$ cat config.mk
export PLATFORM = sky130hd
export DESIGN_NAME = cdip_path
export DESIGN_NICKNAME = d
export VERILOG_FILES = /design/src/cdip_pkg.sv /design/src/cdip_comb_if.sv /design/src/cdip_comb3.sv /design/src/cdip_path.sv
export VERILOG_INCLUDE_DIRS = /design/src
export SDC_FILE = /design/constraint.sdc
export NUM_CORES = 2
export LEC_CHECK = 0
export ABC_AREA = 1
export BUFFER_PORTS_ARGS = -buffer_cell sky130_fd_sc_hd__buf_2
export CAP_MARGIN = 40
export CORE_ASPECT_RATIO = 1.75
export CORE_MARGIN = 2
export CORE_UTILIZATION = 50
export DETAILED_ROUTE_END_ITERATION = 10
export GPL_ROUTABILITY_DRIVEN = 0
export PLACE_DENSITY = 0.77
export SETUP_SLACK_MARGIN = 0.5
export SLEW_MARGIN = 20
export SYNTH_ARGS = -nofsm -noshare
export SYNTH_HDL_FRONTEND = slang
export SYNTH_SLANG_ARGS = --single-unit
$ cat constraint.sdc
create_clock -name sys_clk -period 10.7 [get_ports sys_clk]
set_input_delay 3.21 -clock sys_clk [delete_from_list [all_inputs] [get_ports sys_clk]]
set_output_delay 3.21 -clock sys_clk [all_outputs]
set_load 0.01 [all_outputs]
$ cat src/cdip_cfg.svh
/*
 * Constants of the codec decimate/interpolate path: register offsets,
 * field positions, reset values and arithmetic limits.
 * Assumes it is included by bare name wherever a constant is needed.
 */
`ifndef CDIP_CFG_SVH
`define CDIP_CFG_SVH

// Register byte offsets on the AHB-Lite slave
`define CDIP_OFS_RATE 8'h00
`define CDIP_OFS_GAIN 8'h04
`define CDIP_OFS_FILT 8'h08
`define CDIP_OFS_DAC 8'h0C
`define CDIP_OFS_ADC 8'h10
`define CDIP_OFS_STAT 8'h14

// Field positions inside filter_control_reg
`define CDIP_FILT_BYP 5
`define CDIP_FILT_MIX 0

// Reset values
`define CDIP_RATE_RST 2'h0
`define CDIP_GAIN_RST 3'h0

// Clock ladder: external clock divider last count, bit-rate divider last count
`define CDIP_MCLK_LAST 3'h0
`define CDIP_BIT_LAST 3'h7

// Encoder gain in dB per select code
`define CDIP_DB0 6'h00
`define CDIP_DB1 6'h06
`define CDIP_DB2 6'h0C
`define CDIP_DB3 6'h12
`define CDIP_DB4 6'h14
`define CDIP_DB5 6'h1A
`define CDIP_DB6 6'h20
`define CDIP_DB7 6'h26

// Datapath limits
`define CDIP_SAT_POS 25'h0800000
`define CDIP_FS_POS 16'h7FFF
`define CDIP_DATA_FLAG 1'b0
`define CDIP_DSM_FBP 18'h07FFF
`define CDIP_DSM_FBN 18'h38000
`define CDIP_WORD_TOP 5'h18

`endif

$ cat src/cdip_pkg.sv
/*
 * Types of the codec decimate/interpolate path.
 * Assumes nothing beyond a SystemVerilog compiler.
 */
package cdip_pkg;
    // Sample rate codes held in rate_control_reg
    typedef enum logic [1:0] {
        CDIP_R64K = 2'h0,
        CDIP_R32K = 2'h1,
        CDIP_R16K = 2'h2,
        CDIP_R8K = 2'h3
    } cdip_rate_t;
endpackage

$ cat src/cdip_comb_if.sv
/*
 * Carrier between the path and one triple comb section.
 * Assumes both ends run on the same clock.
 */
`timescale 1ns/100ps
`default_nettype none
interface cdip_comb_if #(parameter int W = 16);
    logic en;
    logic [W-1:0] din;
    logic [W-1:0] dout;
    modport host(output en, output din, input dout);
    modport comb(input en, input din, output dout);
endinterface
`default_nettype wire

$ cat src/cdip_comb3.sv
/*
 * Three cascaded differentiators (1 - z^-1)^3, stepping on en.
 * Assumes wrap-around arithmetic is wanted: in the decimator the integrators feeding it wrap too.
 */
`timescale 1ns/100ps
`default_nettype none
module cdip_comb3 (
    // Clock and reset
    input wire logic sys_clk,
    input wire logic rst_n,
    // Comb port
    cdip_comb_if.comb cb
);
    localparam int W = $bits(cb.din);
    logic [W-1:0] d0_r, d1_r, d2_r, y_r;
    logic [W-1:0] s1, s2, s3;

    // Differences; modular, so no growth is needed
    assign s1 = cb.din - d0_r;
    assign s2 = s1 - d1_r;
    assign s3 = s2 - d2_r;

    // Delay line and output, one step per enable
    always_ff @(posedge sys_clk) begin
        if (!rst_n) begin
            d0_r <= '0;
            d1_r <= '0;
            d2_r <= '0;
            y_r <= '0;
        end else if (cb.en) begin
            d0_r <= cb.din;
            d1_r <= s1;
            d2_r <= s2;
            y_r <= s3;
        end
    end
    assign cb.dout = y_r;
endmodule
`default_nettype wire

$ cat src/cdip_path.sv
/*
 * Digital datapath of one codec channel pair: gain select, sinc3
 * decimator, ADC word formatting, sinc3 interpolator with bypass and
 * a first-order digital sigma-delta modulator, behind AHB-Lite.
 * Assumes modBitPin comes from the analog modulator, asynchronous to
 * sys_clk, and changes no faster than the bit rate.
 */
`timescale 1ns/100ps
`default_nettype none
`include "cdip_cfg.svh"
module cdip_path
    import cdip_pkg::*;
(
    // Clock and reset
    input wire logic sys_clk,
    input wire logic rst_n,
    // AHB-Lite slave
    input wire logic hsel,
    input wire logic [31:0] haddr,
    input wire logic [1:0] htrans,
    input wire logic hwrite,
    input wire logic [2:0] hsize,
    input wire logic [31:0] hwdata,
    input wire logic hready,
    output logic [31:0] hrdata,
    output logic hreadyout,
    output logic hresp,
    // Encoder gain
    output logic [2:0] gainSel,
    output logic [5:0] gainDb,
    // ADC modulator bit from the pin
    input wire logic modBitPin,
    // ADC words
    output logic [15:0] adcWord,
    output logic adcStrobe,
    // DAC bit stream
    output logic dacBit,
    output logic bitStrobe
);
    ////////////////////////////////////////////////////////////////////
    // Bus slave
    logic wr_r, rd_r;
    logic [7:0] addr_r;
    logic addrPhase, wrEn;
    cdip_rate_t rateSel_r;
    logic [2:0] gainSel_r;
    logic bypass_r, mixed_r, pend_r;
    logic [15:0] dacIn_r;
    logic [15:0] adcWord_r;
    logic [31:0] rdMux;

    // Whole-word single transfers only, so hsize is not decoded
    assign addrPhase = hsel && hready && htrans[1];
    assign hreadyout = 1'b1;
    assign hresp = 1'b0;
    assign wrEn = wr_r;

    // Address phase capture
    always_ff @(posedge sys_clk) begin
        if (!rst_n) begin
            wr_r <= 1'b0;
            rd_r <= 1'b0;
            addr_r <= 8'h00;
        end else if (hready) begin
            wr_r <= addrPhase && hwrite;
            rd_r <= addrPhase && !hwrite;
            addr_r <= haddr[7:0];
        end
    end

    // Control registers written in the data phase
    always_ff @(posedge sys_clk) begin
        if (!rst_n) begin
            rateSel_r <= cdip_rate_t'(`CDIP_RATE_RST);
            gainSel_r <= `CDIP_GAIN_RST;
            bypass_r <= 1'b0;
            mixed_r <= 1'b0;
        end else if (wrEn) begin
            if (addr_r == `CDIP_OFS_RATE) begin
                rateSel_r <= cdip_rate_t'(hwdata[1:0]);
            end else if (addr_r == `CDIP_OFS_GAIN) begin
                gainSel_r <= hwdata[2:0];
            end else if (addr_r == `CDIP_OFS_FILT) begin
                bypass_r <= hwdata[`CDIP_FILT_BYP];
                mixed_r <= hwdata[`CDIP_FILT_MIX];
            end
        end
    end

    // Read mux over flops; unmapped offsets read zero
    always_comb begin
        rdMux = 32'h0000_0000;
        if (addr_r == `CDIP_OFS_RATE) begin
            rdMux[1:0] = rateSel_r;
        end else if (addr_r == `CDIP_OFS_GAIN) begin
            rdMux[2:0] = gainSel_r;
        end else if (addr_r == `CDIP_OFS_FILT) begin
            rdMux[`CDIP_FILT_BYP] = bypass_r;
            rdMux[`CDIP_FILT_MIX] = mixed_r;
        end else if (addr_r == `CDIP_OFS_DAC) begin
            rdMux[15:0] = dacIn_r;
        end else if (addr_r == `CDIP_OFS_ADC) begin
            rdMux[15:0] = adcWord_r;
        end else if (addr_r == `CDIP_OFS_STAT) begin
            rdMux[0] = pend_r;
        end
    end
    assign hrdata = rd_r ? rdMux : 32'h0000_0000;

    ////////////////////////////////////////////////////////////////////
    // Gain select
    logic [5:0] gainDb_r;

    // Code to dB table, registered so the pins never glitch
    always_ff @(posedge sys_clk) begin
        if (!rst_n) begin
            gainDb_r <= `CDIP_DB0;
        end else begin
            case (gainSel_r)
                3'h0: gainDb_r <= `CDIP_DB0;
                3'h1: gainDb_r <= `CDIP_DB1;
                3'h2: gainDb_r <= `CDIP_DB2;
                3'h3: gainDb_r <= `CDIP_DB3;
                3'h4: gainDb_r <= `CDIP_DB4;
                3'h5: gainDb_r <= `CDIP_DB5;
                3'h6: gainDb_r <= `CDIP_DB6;
                default: gainDb_r <= `CDIP_DB7;
            endcase
        end
    end
    assign gainSel = gainSel_r;
    assign gainDb = gainDb_r;

    ////////////////////////////////////////////////////////////////////
    // Clock ladder
    logic [2:0] mclkCnt_r, bitCnt_r;
    logic [7:0] osrCnt_r, nLast;
    logic [4:0] k3, k2;
    logic dmclkEn, bitEn, sampleTick;

    // Filter length per rate, as powers of two
    always_comb begin
        case (rateSel_r)
            CDIP_R64K: begin
                nLast = 8'h1F;
                k3 = 5'h0F;
                k2 = 5'h0A;
            end
            CDIP_R32K: begin
                nLast = 8'h3F;
                k3 = 5'h12;
                k2 = 5'h0C;
            end
            CDIP_R16K: begin
                nLast = 8'h7F;
                k3 = 5'h15;
                k2 = 5'h0E;
            end
            default: begin
                nLast = 8'hFF;
                k3 = 5'h18;
                k2 = 5'h10;
            end
        endcase
    end

    // Internal master clock enable from the input clock divider
    always_ff @(posedge sys_clk) begin
        if (!rst_n || mclkCnt_r == `CDIP_MCLK_LAST) begin
            mclkCnt_r <= 3'h0;
        end else begin
            mclkCnt_r <= mclkCnt_r + 3'h1;
        end
    end
    assign dmclkEn = (mclkCnt_r == `CDIP_MCLK_LAST);

    // Bit rate is internal clock over eight
    always_ff @(posedge sys_clk) begin
        if (!rst_n) begin
            bitCnt_r <= 3'h0;
        end else if (dmclkEn) begin
            bitCnt_r <= bitCnt_r + 3'h1;
        end
    end
    assign bitEn = dmclkEn && (bitCnt_r == `CDIP_BIT_LAST);

    // Oversampling count; >= guards a shrink of N mid-period
    always_ff @(posedge sys_clk) begin
        if (!rst_n) begin
            osrCnt_r <= 8'h00;
        end else if (bitEn) begin
            osrCnt_r <= (osrCnt_r >= nLast) ? 8'h00 : osrCnt_r + 8'h01;
        end
    end
    assign sampleTick = bitEn && (osrCnt_r >= nLast);
    assign bitStrobe = bitEn;

    ////////////////////////////////////////////////////////////////////
    // Decimator
    logic syncA_r, syncB_r;
    logic [24:0] di1_r, di2_r, di3_r;
    logic [24:0] sgnv, aligned, half;
    logic [15:0] trunc, fmt;
    logic decRdy_r, adcStrobe_r;
    cdip_comb_if #(.W(25)) decIf ();

    // Pin synchroniser
    always_ff @(posedge sys_clk) begin
        if (!rst_n) begin
            syncA_r <= 1'b0;
            syncB_r <= 1'b0;
        end else begin
            syncA_r <= modBitPin;
            syncB_r <= syncA_r;
        end
    end

    // Integrators at the bit rate; wrap is harmless ahead of the combs
    always_ff @(posedge sys_clk) begin
        if (!rst_n) begin
            di1_r <= '0;
            di2_r <= '0;
            di3_r <= '0;
        end else if (bitEn) begin
            di1_r <= di1_r + {24'h000000, syncB_r};
            di2_r <= di2_r + di1_r;
            di3_r <= di3_r + di2_r;
        end
    end

    assign decIf.en = sampleTick;
    assign decIf.din = di3_r;
    cdip_comb3 u_decComb (
        .sys_clk(sys_clk),
        .rst_n(rst_n),
        .cb(decIf)
    );

    // Unsigned 0..N^3 to centred twos complement, MSB-aligned at bit 23
    assign half = 25'h0000001 << (k3 - 5'h01);
    assign sgnv = decIf.dout - half;
    assign aligned = sgnv << (`CDIP_WORD_TOP - k3);
    always_comb begin
        if (aligned == `CDIP_SAT_POS) begin
            trunc = `CDIP_FS_POS;
        end else begin
            trunc = aligned[23:8];
        end
        if (rateSel_r == CDIP_R64K) begin
            trunc[1:0] = 2'h0;
        end
        fmt = mixed_r ? {`CDIP_DATA_FLAG, trunc[15:1]} : trunc;
    end

    // Comb output settles one cycle after the tick
    always_ff @(posedge sys_clk) begin
        if (!rst_n) begin
            decRdy_r <= 1'b0;
            adcStrobe_r <= 1'b0;
            adcWord_r <= 16'h0000;
        end else begin
            decRdy_r <= sampleTick;
            adcStrobe_r <= decRdy_r;
            if (decRdy_r) begin
                adcWord_r <= fmt;
            end
        end
    end
    assign adcWord = adcWord_r;
    assign adcStrobe = adcStrobe_r;

    ////////////////////////////////////////////////////////////////////
    // DAC sample hold
    logic [15:0] dacHeld_r;

    // Host write and pending flag; a write in the tick cycle wins
    always_ff @(posedge sys_clk) begin
        if (!rst_n) begin
            dacIn_r <= 16'h0000;
            pend_r <= 1'b0;
        end else if (wrEn && addr_r == `CDIP_OFS_DAC) begin
            dacIn_r <= hwdata[15:0];
            pend_r <= 1'b1;
        end else if (sampleTick) begin
            pend_r <= 1'b0;
        end
    end

    // Latest value taken each period; with no write it repeats
    always_ff @(posedge sys_clk) begin
        if (!rst_n) begin
            dacHeld_r <= 16'h0000;
        end else if (sampleTick) begin
            dacHeld_r <= dacIn_r;
        end
    end

    ////////////////////////////////////////////////////////////////////
    // Interpolator
    logic signed [35:0] ii1_r, ii2_r, ii3_r, iShift;
    logic stuff_r;
    logic [15:0] interpOut, modIn;
    cdip_comb_if #(.W(19)) intIf ();

    assign intIf.en = sampleTick;
    assign intIf.din = {{3{dacHeld_r[15]}}, dacHeld_r};
    cdip_comb3 u_intComb (
        .sys_clk(sys_clk),
        .rst_n(rst_n),
        .cb(intIf)
    );

    // Zero stuffing: one comb value per period, zeros elsewhere
    always_ff @(posedge sys_clk) begin
        if (!rst_n) begin
            stuff_r <= 1'b0;
        end else if (sampleTick) begin
            stuff_r <= 1'b1;
        end else if (bitEn) begin
            stuff_r <= 1'b0;
        end
    end

    // Integrators at the bit rate; N^2 gain removed by the shift
    always_ff @(posedge sys_clk) begin
        if (!rst_n) begin
            ii1_r <= '0;
            ii2_r <= '0;
            ii3_r <= '0;
        end else if (bitEn) begin
            ii1_r <= ii1_r + (stuff_r ? {{17{intIf.dout[18]}}, intIf.dout} : 36'sh0);
            ii2_r <= ii2_r + ii1_r;
            ii3_r <= ii3_r + ii2_r;
        end
    end
    assign iShift = ii3_r >>> k2;
    assign interpOut = iShift[15:0];
    assign modIn = bypass_r ? dacHeld_r : interpOut;

    ////////////////////////////////////////////////////////////////////
    // Digital sigma-delta modulator
    logic [17:0] acc_r, acc_nxt, fb;
    logic dacBit_r;

    // First order error feedback; plenty for a single-bit DAC here
    assign fb = dacBit_r ? `CDIP_DSM_FBP : `CDIP_DSM_FBN;
    assign acc_nxt = acc_r + {{2{modIn[15]}}, modIn} - fb;
    always_ff @(posedge sys_clk) begin
        if (!rst_n) begin
            acc_r <= 18'h00000;
            dacBit_r <= 1'b0;
        end else if (bitEn) begin
            acc_r <= acc_nxt;
            dacBit_r <= !acc_nxt[17];
        end
    end
    assign dacBit = dacBit_r;

    ////////////////////////////////////////////////////////////////////
    // Assertions
    property p_gain;
        @(posedge sys_clk) disable iff (!rst_n)
        // Table lags the code by one cycle, so the previous code decides
        gainDb == ($past(gainSel) == 3'h0 ? `CDIP_DB0 :
                   $past(gainSel) == 3'h1 ? `CDIP_DB1 :
                   $past(gainSel) == 3'h2 ? `CDIP_DB2 :
                   $past(gainSel) == 3'h3 ? `CDIP_DB3 :
                   $past(gainSel) == 3'h4 ? `CDIP_DB4 :
                   $past(gainSel) == 3'h5 ? `CDIP_DB5 :
                   $past(gainSel) == 3'h6 ? `CDIP_DB6 : `CDIP_DB7);
    endproperty
    a_gain: assert property (p_gain) else $error("gain dB wrong");
    property p_bit;
        @(posedge sys_clk) disable iff (!rst_n)
        bitEn |=> !bitEn [*7] ##1 bitEn;
    endproperty
    a_bit: assert property (p_bit) else $error("bit rate wrong");
    property p_len;
        @(posedge sys_clk) disable iff (!rst_n)
        sampleTick |=> osrCnt_r == 8'h00;
    endproperty
    a_len: assert property (p_len) else $error("period restart wrong");
    property p_lsb;
        @(posedge sys_clk) disable iff (!rst_n)
        // Word was formatted a cycle before the strobe; a rate write may fall between
        adcStrobe && $past(rateSel_r) == CDIP_R64K && !$past(mixed_r) |-> adcWord[1:0] == 2'h0;
    endproperty
    a_lsb: assert property (p_lsb) else $error("low bits not zero");
    property p_mix;
        @(posedge sys_clk) disable iff (!rst_n)
        adcStrobe && $past(mixed_r) |-> adcWord[15] == `CDIP_DATA_FLAG;
    endproperty
    a_mix: assert property (p_mix) else $error("flag bit wrong");
    property p_hold;
        @(posedge sys_clk) disable iff (!rst_n)
        sampleTick && !pend_r && !wrEn |=> dacHeld_r == $past(dacHeld_r);
    endproperty
    a_hold: assert property (p_hold) else $error("held sample lost");
    property p_byp;
        @(posedge sys_clk) disable iff (!rst_n)
        bypass_r |-> modIn == dacHeld_r;
    endproperty
    a_byp: assert property (p_byp) else $error("bypass not taken");
    property p_dsm;
        @(posedge sys_clk) disable iff (!rst_n)
        dacBit != $past(dacBit) |-> $past(bitEn);
    endproperty
    a_dsm: assert property (p_dsm) else $error("bit off rate");
    property p_adc;
        @(posedge sys_clk) disable iff (!rst_n)
        sampleTick |-> ##2 adcStrobe;
    endproperty
    a_adc: assert property (p_adc) else $error("word late");
    c_write: cover property (@(posedge sys_clk) wrEn && addr_r == `CDIP_OFS_DAC);
    c_reuse: cover property (@(posedge sys_clk) sampleTick && !pend_r);
    c_r8k: cover property (@(posedge sys_clk) adcStrobe && rateSel_r == CDIP_R8K);
endmodule
`default_nettype wire

* Word level (Yosys, flattened, before mapping) *
Index checks and enable logic that the tools add are counted.

cells by class
  bitwise logic cells = 2
  add/subtract/negate cells = 20
  eq/ne operators = 15
  magnitude comparators = 1
  shifts and indexed selects = 3
  reductions and logical operators = 20
  multiplexer cells = 28

operator list
  operator                                                                  count
  36-bit adder                                                              3
  25-bit subtractor                                                         4
  16-bit two-way mux                                                        5
  25-bit adder                                                              2
  6-bit case mux with 7 select lines                                        1
  19-bit subtractor                                                         2
  36-bit two-way mux                                                        1
  36-bit by 5-bit >>> shifter with 16-bit output                            1
  5-bit case mux with 3 select lines                                        2
  25-bit by 1-bit adder with 25-bit output                                  1
  25-bit by 24-bit equality test with 1-bit output (second input constant)  1
  1-bit by 5-bit left shift with 25-bit output (first input constant)       1
  25-bit by 5-bit left shift with 25-bit output                             1
  8-bit case mux with 3 select lines                                        1
  18-bit adder                                                              1
  18-bit two-way mux                                                        1
  18-bit subtractor                                                         1
  16-bit by 16-bit subtractor with 17-bit output                            1
  8-bit by 4-bit equality test with 1-bit output (second input constant)    2
  8-bit by 5-bit equality test with 1-bit output (second input constant)    2
  15-bit two-way mux                                                        1
  14-bit two-way mux                                                        1
  13-bit two-way mux                                                        1
  3-bit equality test (second input constant)                               4
  other kinds (27)                                                          48

word-level totals
  bits of input ports = 75
  output and inout bits = 62
  logic and storage cells = 125
  bits in registers = 466

* Depth between registers and ports, before layout *
  depth after elaboration = 10
  mapped depth = 36
  mapped depth without buffers = 36

* By module *
Synthesis repeated with hierarchy kept, for this count alone.

unflattened totals
  cell total of the unflattened synthesis = 5453
  area total of the unflattened synthesis = 36562.6 µm²

by module, submodules not included
  module                  cells each  seq. area each (µm²)  times used  area an instance (µm²)
  cdip_path               3514        5845.6                1           23403.7
  cdip_comb3 (u_decComb)  1132        2001.9                1           7641.1
  cdip_comb3 (u_intComb)  807         1521.5                1           5517.8

* Worst setup path after synthesis *
Ideal clock, no wire load.

  path kind = reg2reg
  start = register rateSel_r[0]
  end = register acc_r[16]
  cell stages (with the launch flop) = 27
  arrival time = 5.091 ns
  slack = 5.495 ns
  cells stage by stage = dfxtp_1 -> clkbuf_1 -> inv_1 -> clkbuf_1 -> ha_1 -> inv_1 -> buf_2 -> buf_1 -> clkbuf_1 -> o211ai_1 -> nand3_1 -> o21ai_0 -> fa_1 -> inv_1 -> fa_1 -> o21ai_0 -> a21oi_1 -> o21ai_0 -> nand2_1 -> nand2_1 -> a21oi_1 -> o21ai_0 -> a21boi_0 -> o21ai_0 -> xor2_1 -> o21bai_1 -> inv_1

on the way
  cells in the longest elaborated chain, start to end = 6

RTL lines
  what                                                line              RTL
  from (decl)                                         cdip_path.sv:45   cdip_rate_t rateSel_r;
  from (signal assigned)                              cdip_path.sv:74   rateSel_r <= cdip_rate_t'(`CDIP_RATE_RST);
  from (signal assigned)                              cdip_path.sv:80   rateSel_r <= cdip_rate_t'(hwdata[1:0]);
  2-bit equality test (tied with other cells)         cdip_path.sv:143  case (rateSel_r)
  5-bit case mux with 3 select lines (*)              cdip_path.sv:143
  36-bit by 5-bit >>> shifter with 16-bit output (*)  cdip_path.sv:336  assign iShift = ii3_r >>> k2;
  16-bit two-way mux (*)                              cdip_path.sv:338  assign modIn = bypass_r ? dacHeld_r : interpOut;
  18-bit adder (*)                                    cdip_path.sv:347  assign acc_nxt = acc_r + {{2{modIn[15]}}, modIn} - fb;
  18-bit subtractor (*)                               cdip_path.sv:347
  to (signal assigned)                                cdip_path.sv:353  acc_r <= acc_nxt;
  to (decl)                                           cdip_path.sv:342  logic [17:0] acc_r, acc_nxt, fb;

Mark *: on every way between the ends. The rest lies on a longest branch, timed or not.
A chain may end at the register's enable or synchronous reset.

* Worst setup path after layout *
Same ends and word-level chain as after synthesis.

==> metrics.md <==
| Metric | Value |
|---|---|
| Worst vdd ir | `0.110 mV` |
| Tmin final | `6450 ps` |
| Routed length per instance | `15.1 µm` |
| TritonCTS Buffers | `47` |
| CP Data Required Time | `11230 ps` |
| Pin count of the biggest net entering global routing | `178` |
| Placed instance area | `35600 µm²` |
| HPWL after DPL | `68800 µm` |
| Post-route insts no fill | `6047` |
| Type of the worst setup path | `reg2reg` |
| Unique cell type count in the Yosys netlist | `52` |
| CP Capture Point | `acc_r[16]$_SDFFE_PN0P_` |
| Max Slew Vio Count | `0` |
| DRC Markers | `0` |
| RR Startpoint | `rateSel_r[0]$_SDFFE_PN0P_` |
| Final setup viols | `0` |
| CTS tree | `yes` |
| Row cnt | `127` |
| I/O Buffers | `73` |
| Ys async rst share | `0` |
| Number of hold buffers added after cts | `0` |
| Clock Root Buffer | `clkbuf_16` |
| Setup slack, reg-to-reg | `4250 ps` |
| Final Routed Wirelength | `91200 µm` |
| Rel. slew slack | `0.411` |
| Synth Area in XOR/XNOR | `0.0554` |
| Grt total ovfl | `0` |
| Post-CTS sizing | `0` |
| Worst Reg2Reg Path Length in Cells | `25` |
| CTS H-tree depth | `2` |
| Cell depth of the worst setup path | `25` |
| Clk buf depth | `3` |
| Final TNS setup | `0 ps` |
| CP Capture Type | `flip-flop` |
| Fin. Hold Viols | `0` |
| Dominant synthesized flop cell | `dfxtp_1` |
| Mean area per synthesized cell | `6.74 µm²` |
| Cells after Synth | `5117` |
| Vias in the first global route | `32000` |
| CP delay by family, top | `compound AO/OA/AOI/OAI gates` |
| Layout cells sized above 1 | `0.0422` |
| Comb power frac | `0.192` |
| Worst Setup Start Kind | `flip-flop` |
| Cell mode on critical path | `o21ai_0` |
| Maxcap violations | `0` |
| Clk_skew | `34.2 ps` |
| Yosys synthesis warning count | `0` |
| Fill cell count | `6670` |
| First-pass GRT wire length | `149000 µm` |
| RSZ-0062 raised after global routing | `false` |
| Register area | `9270 µm²` |
| P&R area growth vs syn | `8.17%` |
| Io pins | `137` |
| Fin nets | `5532` |
| Worst Hold Class | `reg2reg` |
| NetSw | `1.31 mW` |
| Die Footprint | `71200 µm²` |
| Gr usage total | `0.251` |
| CP Max Fanout | `50` |
| Register area share after synthesis | `0.269` |
| Compound-Gate Fraction of Synth Area | `0.224` |
| WP buf/inv | `7` |
| Synthesized area | `34500 µm²` |
| Fraction of the mapped netlist area in simple logic gates | `0.205` |
| Seq pwr share | `0.397` |
| Initial antenna violation count | `1` |
| Worst r2r dst | `acc_r[16]$_SDFFE_PN0P_` |
| WP data arrival | `6980 ps` |
| Core area | `68300 µm²` |
| First-pass DRT Iterations | `5` |
| Antenna Nets Post-Route | `0` |
| Final worst-path cycle share | `0.603` |
| Placed Instances | `5955` |
| CP max stage cell | `fa_1` |
| Clock Pin Slew Worst Setup and Hold Paths | `60 ps` |
| Worst-Skew Late Latency | `630 ps` |
| Fmax | `0.155 GHz` |
| DRT iter0 DRCs | `1642` |
| Die height | `351 µm` |
| # Post-CTS Setup Buffers | `0` |
| CP startpoint | `rateSel_r[0]$_SDFFE_PN0P_` |
| Seq cells post-synth | `463` |
| Largest family of logic cells by synthesized area | `compound AO/OA/AOI/OAI gates` |
| Pleak | `18.4 nW` |
| Internal | `3.08 mW` |
| Switching Share | `0.298` |
| Via density | `5.49` |
| Area used by multi-input combinational logic | `21500 µm²` |
| Via count | `33200` |
| Post-Synth Adder-Cell Area | `0.134` |
| Total power | `4.39 mW` |
| Status | `complete, no violations` |
| Initial core utilization | `0.505` |
| CP peak stage delay | `560 ps` |
| # clock sinks | `463` |
| Worst Tran Pin Value | `875 ps` |
| Worst hold slack | `456 ps` |
| Post-synthesis mux area share | `0.000871` |
| Clock share of power | `0.412` |
| Total power per unit cell area | `118 nW/µm²` |
| Final Cell Area | `37300 µm²` |
| Post-synth EDFFs | `0` |
| Die W | `203 µm` |
-- flip-flops by register name, summed over array words and instances, names as in the netlist, 16 cells and up --
register / flops
ii3_r: 36
ii1_r: 36
dacHeld_r: 16
u_decComb.d1_r: 25
acc_r: 18
u_intComb.d2_r: 19
di1_r: 25
u_intComb.cb.dout: 19
adcWord: 16
u_decComb.cb.dout: 25
u_intComb.d1_r: 17
ii2_r: 36
di2_r: 25
dacIn_r: 16
u_intComb.d0_r: 16
u_decComb.d2_r: 25
decIf.din: 25
u_decComb.d0_r: 25
-- cell type report --
cell class / instances / share of cell area
inverter: 818 / 0.0824
antenna: 1 / 0.0000671
clock buffer: 68 / 0.0363
clock inverter: 20 / 0.00855
multi-input combinational: 3674 / 0.575
sequential: 463 / 0.248
timing repair buffer: 100 / 0.0185
tap: 903 / 0.0303
-- worst register-to-register path, cell delays in order, from the launching register on --
cell,delay (ps)
dfxtp_1,310
buf_4,400
inv_1,460
ha_1,420
buf_4,270
inv_1,130
buf_4,420
mux2i_1,300
nand2_1,70
nand3_1,120
o21ai_0,120
fa_1,560
inv_1,70
fa_1,460
o21ai_0,330
a21oi_1,170
o21ai_0,340
nand2_1,90
nand2_1,110
a21oi_1,100
o21ai_0,290
a21boi_0,220
o21ai_0,310
xor2_1,110
o21bai_1,130
inv_1,50
-- stage by stage --
step                 util  worst slack [ps]
floorplan               -              5500
global placement    0.519              4440
detailed placement  0.520              4350
CTS                 0.545              4330
global route        0.546              3830
finish              0.546              4250
-- cells by family after synthesis --
group           count (synthesis)
flops                         463
xor+xnor                      218
fa+ha+maj                     353
other cells                     2
mux                             3
buf+inv                       999
compound gates               1368
simple gates                 1711
-- per-layer routing --
layer / vias to the layer above / global-route usage / routed length [µm]
met5: - / 0 / 0
met4: 0 / 0.160 / 6130
met3: 319 / 0.0240 / 2810
met2: 731 / 0.494 / 48200
met1: 15200 / 0.249 / 34100
li1: 16900 / - / -
-- power by group through the flow --
stage	sequential, mW	clock [mW]	combinational, mW
floorplan	1.78	0	0.651
global placement	1.78	0	0.808
detailed placement	1.78	0	0.822
CTS	1.74	1.83	0.826
global route	1.74	1.90	0.947
finish	1.74	1.81	0.842
-- cells in the final DEF (no fill, tap or decap), types with 33 or more instances in the layout --
cell	netlist	layout
a21oi_1	495	495
buf_2	10	72
clkbuf_16	0	47
dfxtp_1	463	463
ha_1	324	324
inv_1	811	807
nand2_1	982	981
nand3_1	294	294
nand4_1	33	33
nor2_1	308	306
nor3_1	46	46
o211ai_1	54	54
o21ai_0	500	500
o21bai_1	87	87
o22ai_1	70	70
xnor2_1	72	72
xor2_1	146	146
-- how the worst min path moves through the flow --
stage,slack [ps],cells past startpoint,from,endpoint
2_1_floorplan,390,2,syncA_r$_SDFF_PN0_,syncB_r$_SDFF_PN0_
3_3_place_gp,430,2,syncA_r$_SDFF_PN0_,syncB_r$_SDFF_PN0_
3_5_place_dp,430,2,syncA_r$_SDFF_PN0_,syncB_r$_SDFF_PN0_
4_1_cts,450,2,syncA_r$_SDFF_PN0_,syncB_r$_SDFF_PN0_
5_1_grt,470,2,syncA_r$_SDFF_PN0_,syncB_r$_SDFF_PN0_
6_report,460,2,syncA_r$_SDFF_PN0_,syncB_r$_SDFF_PN0_
-- synthesized netlist by cell type, drive strengths merged, types with 28 or more instances --
cell type  number  area share
nand2         982        0.11
inv           816       0.089
o21ai         503       0.073
a21oi         495       0.072
dfxtp         463        0.27
ha            324        0.12
nor2          311       0.034
nand3         295       0.043
xor2          146       0.037
clkbuf        131       0.014
o21bai         87       0.019
xnor2          72       0.018
o22ai          70       0.013
o211ai         54       0.012
buf            50      0.0082
nor3           46      0.0067
nand4          33      0.0060
fa             29       0.017
a31oi          28      0.0051
(Power assumes the default switching activity.)
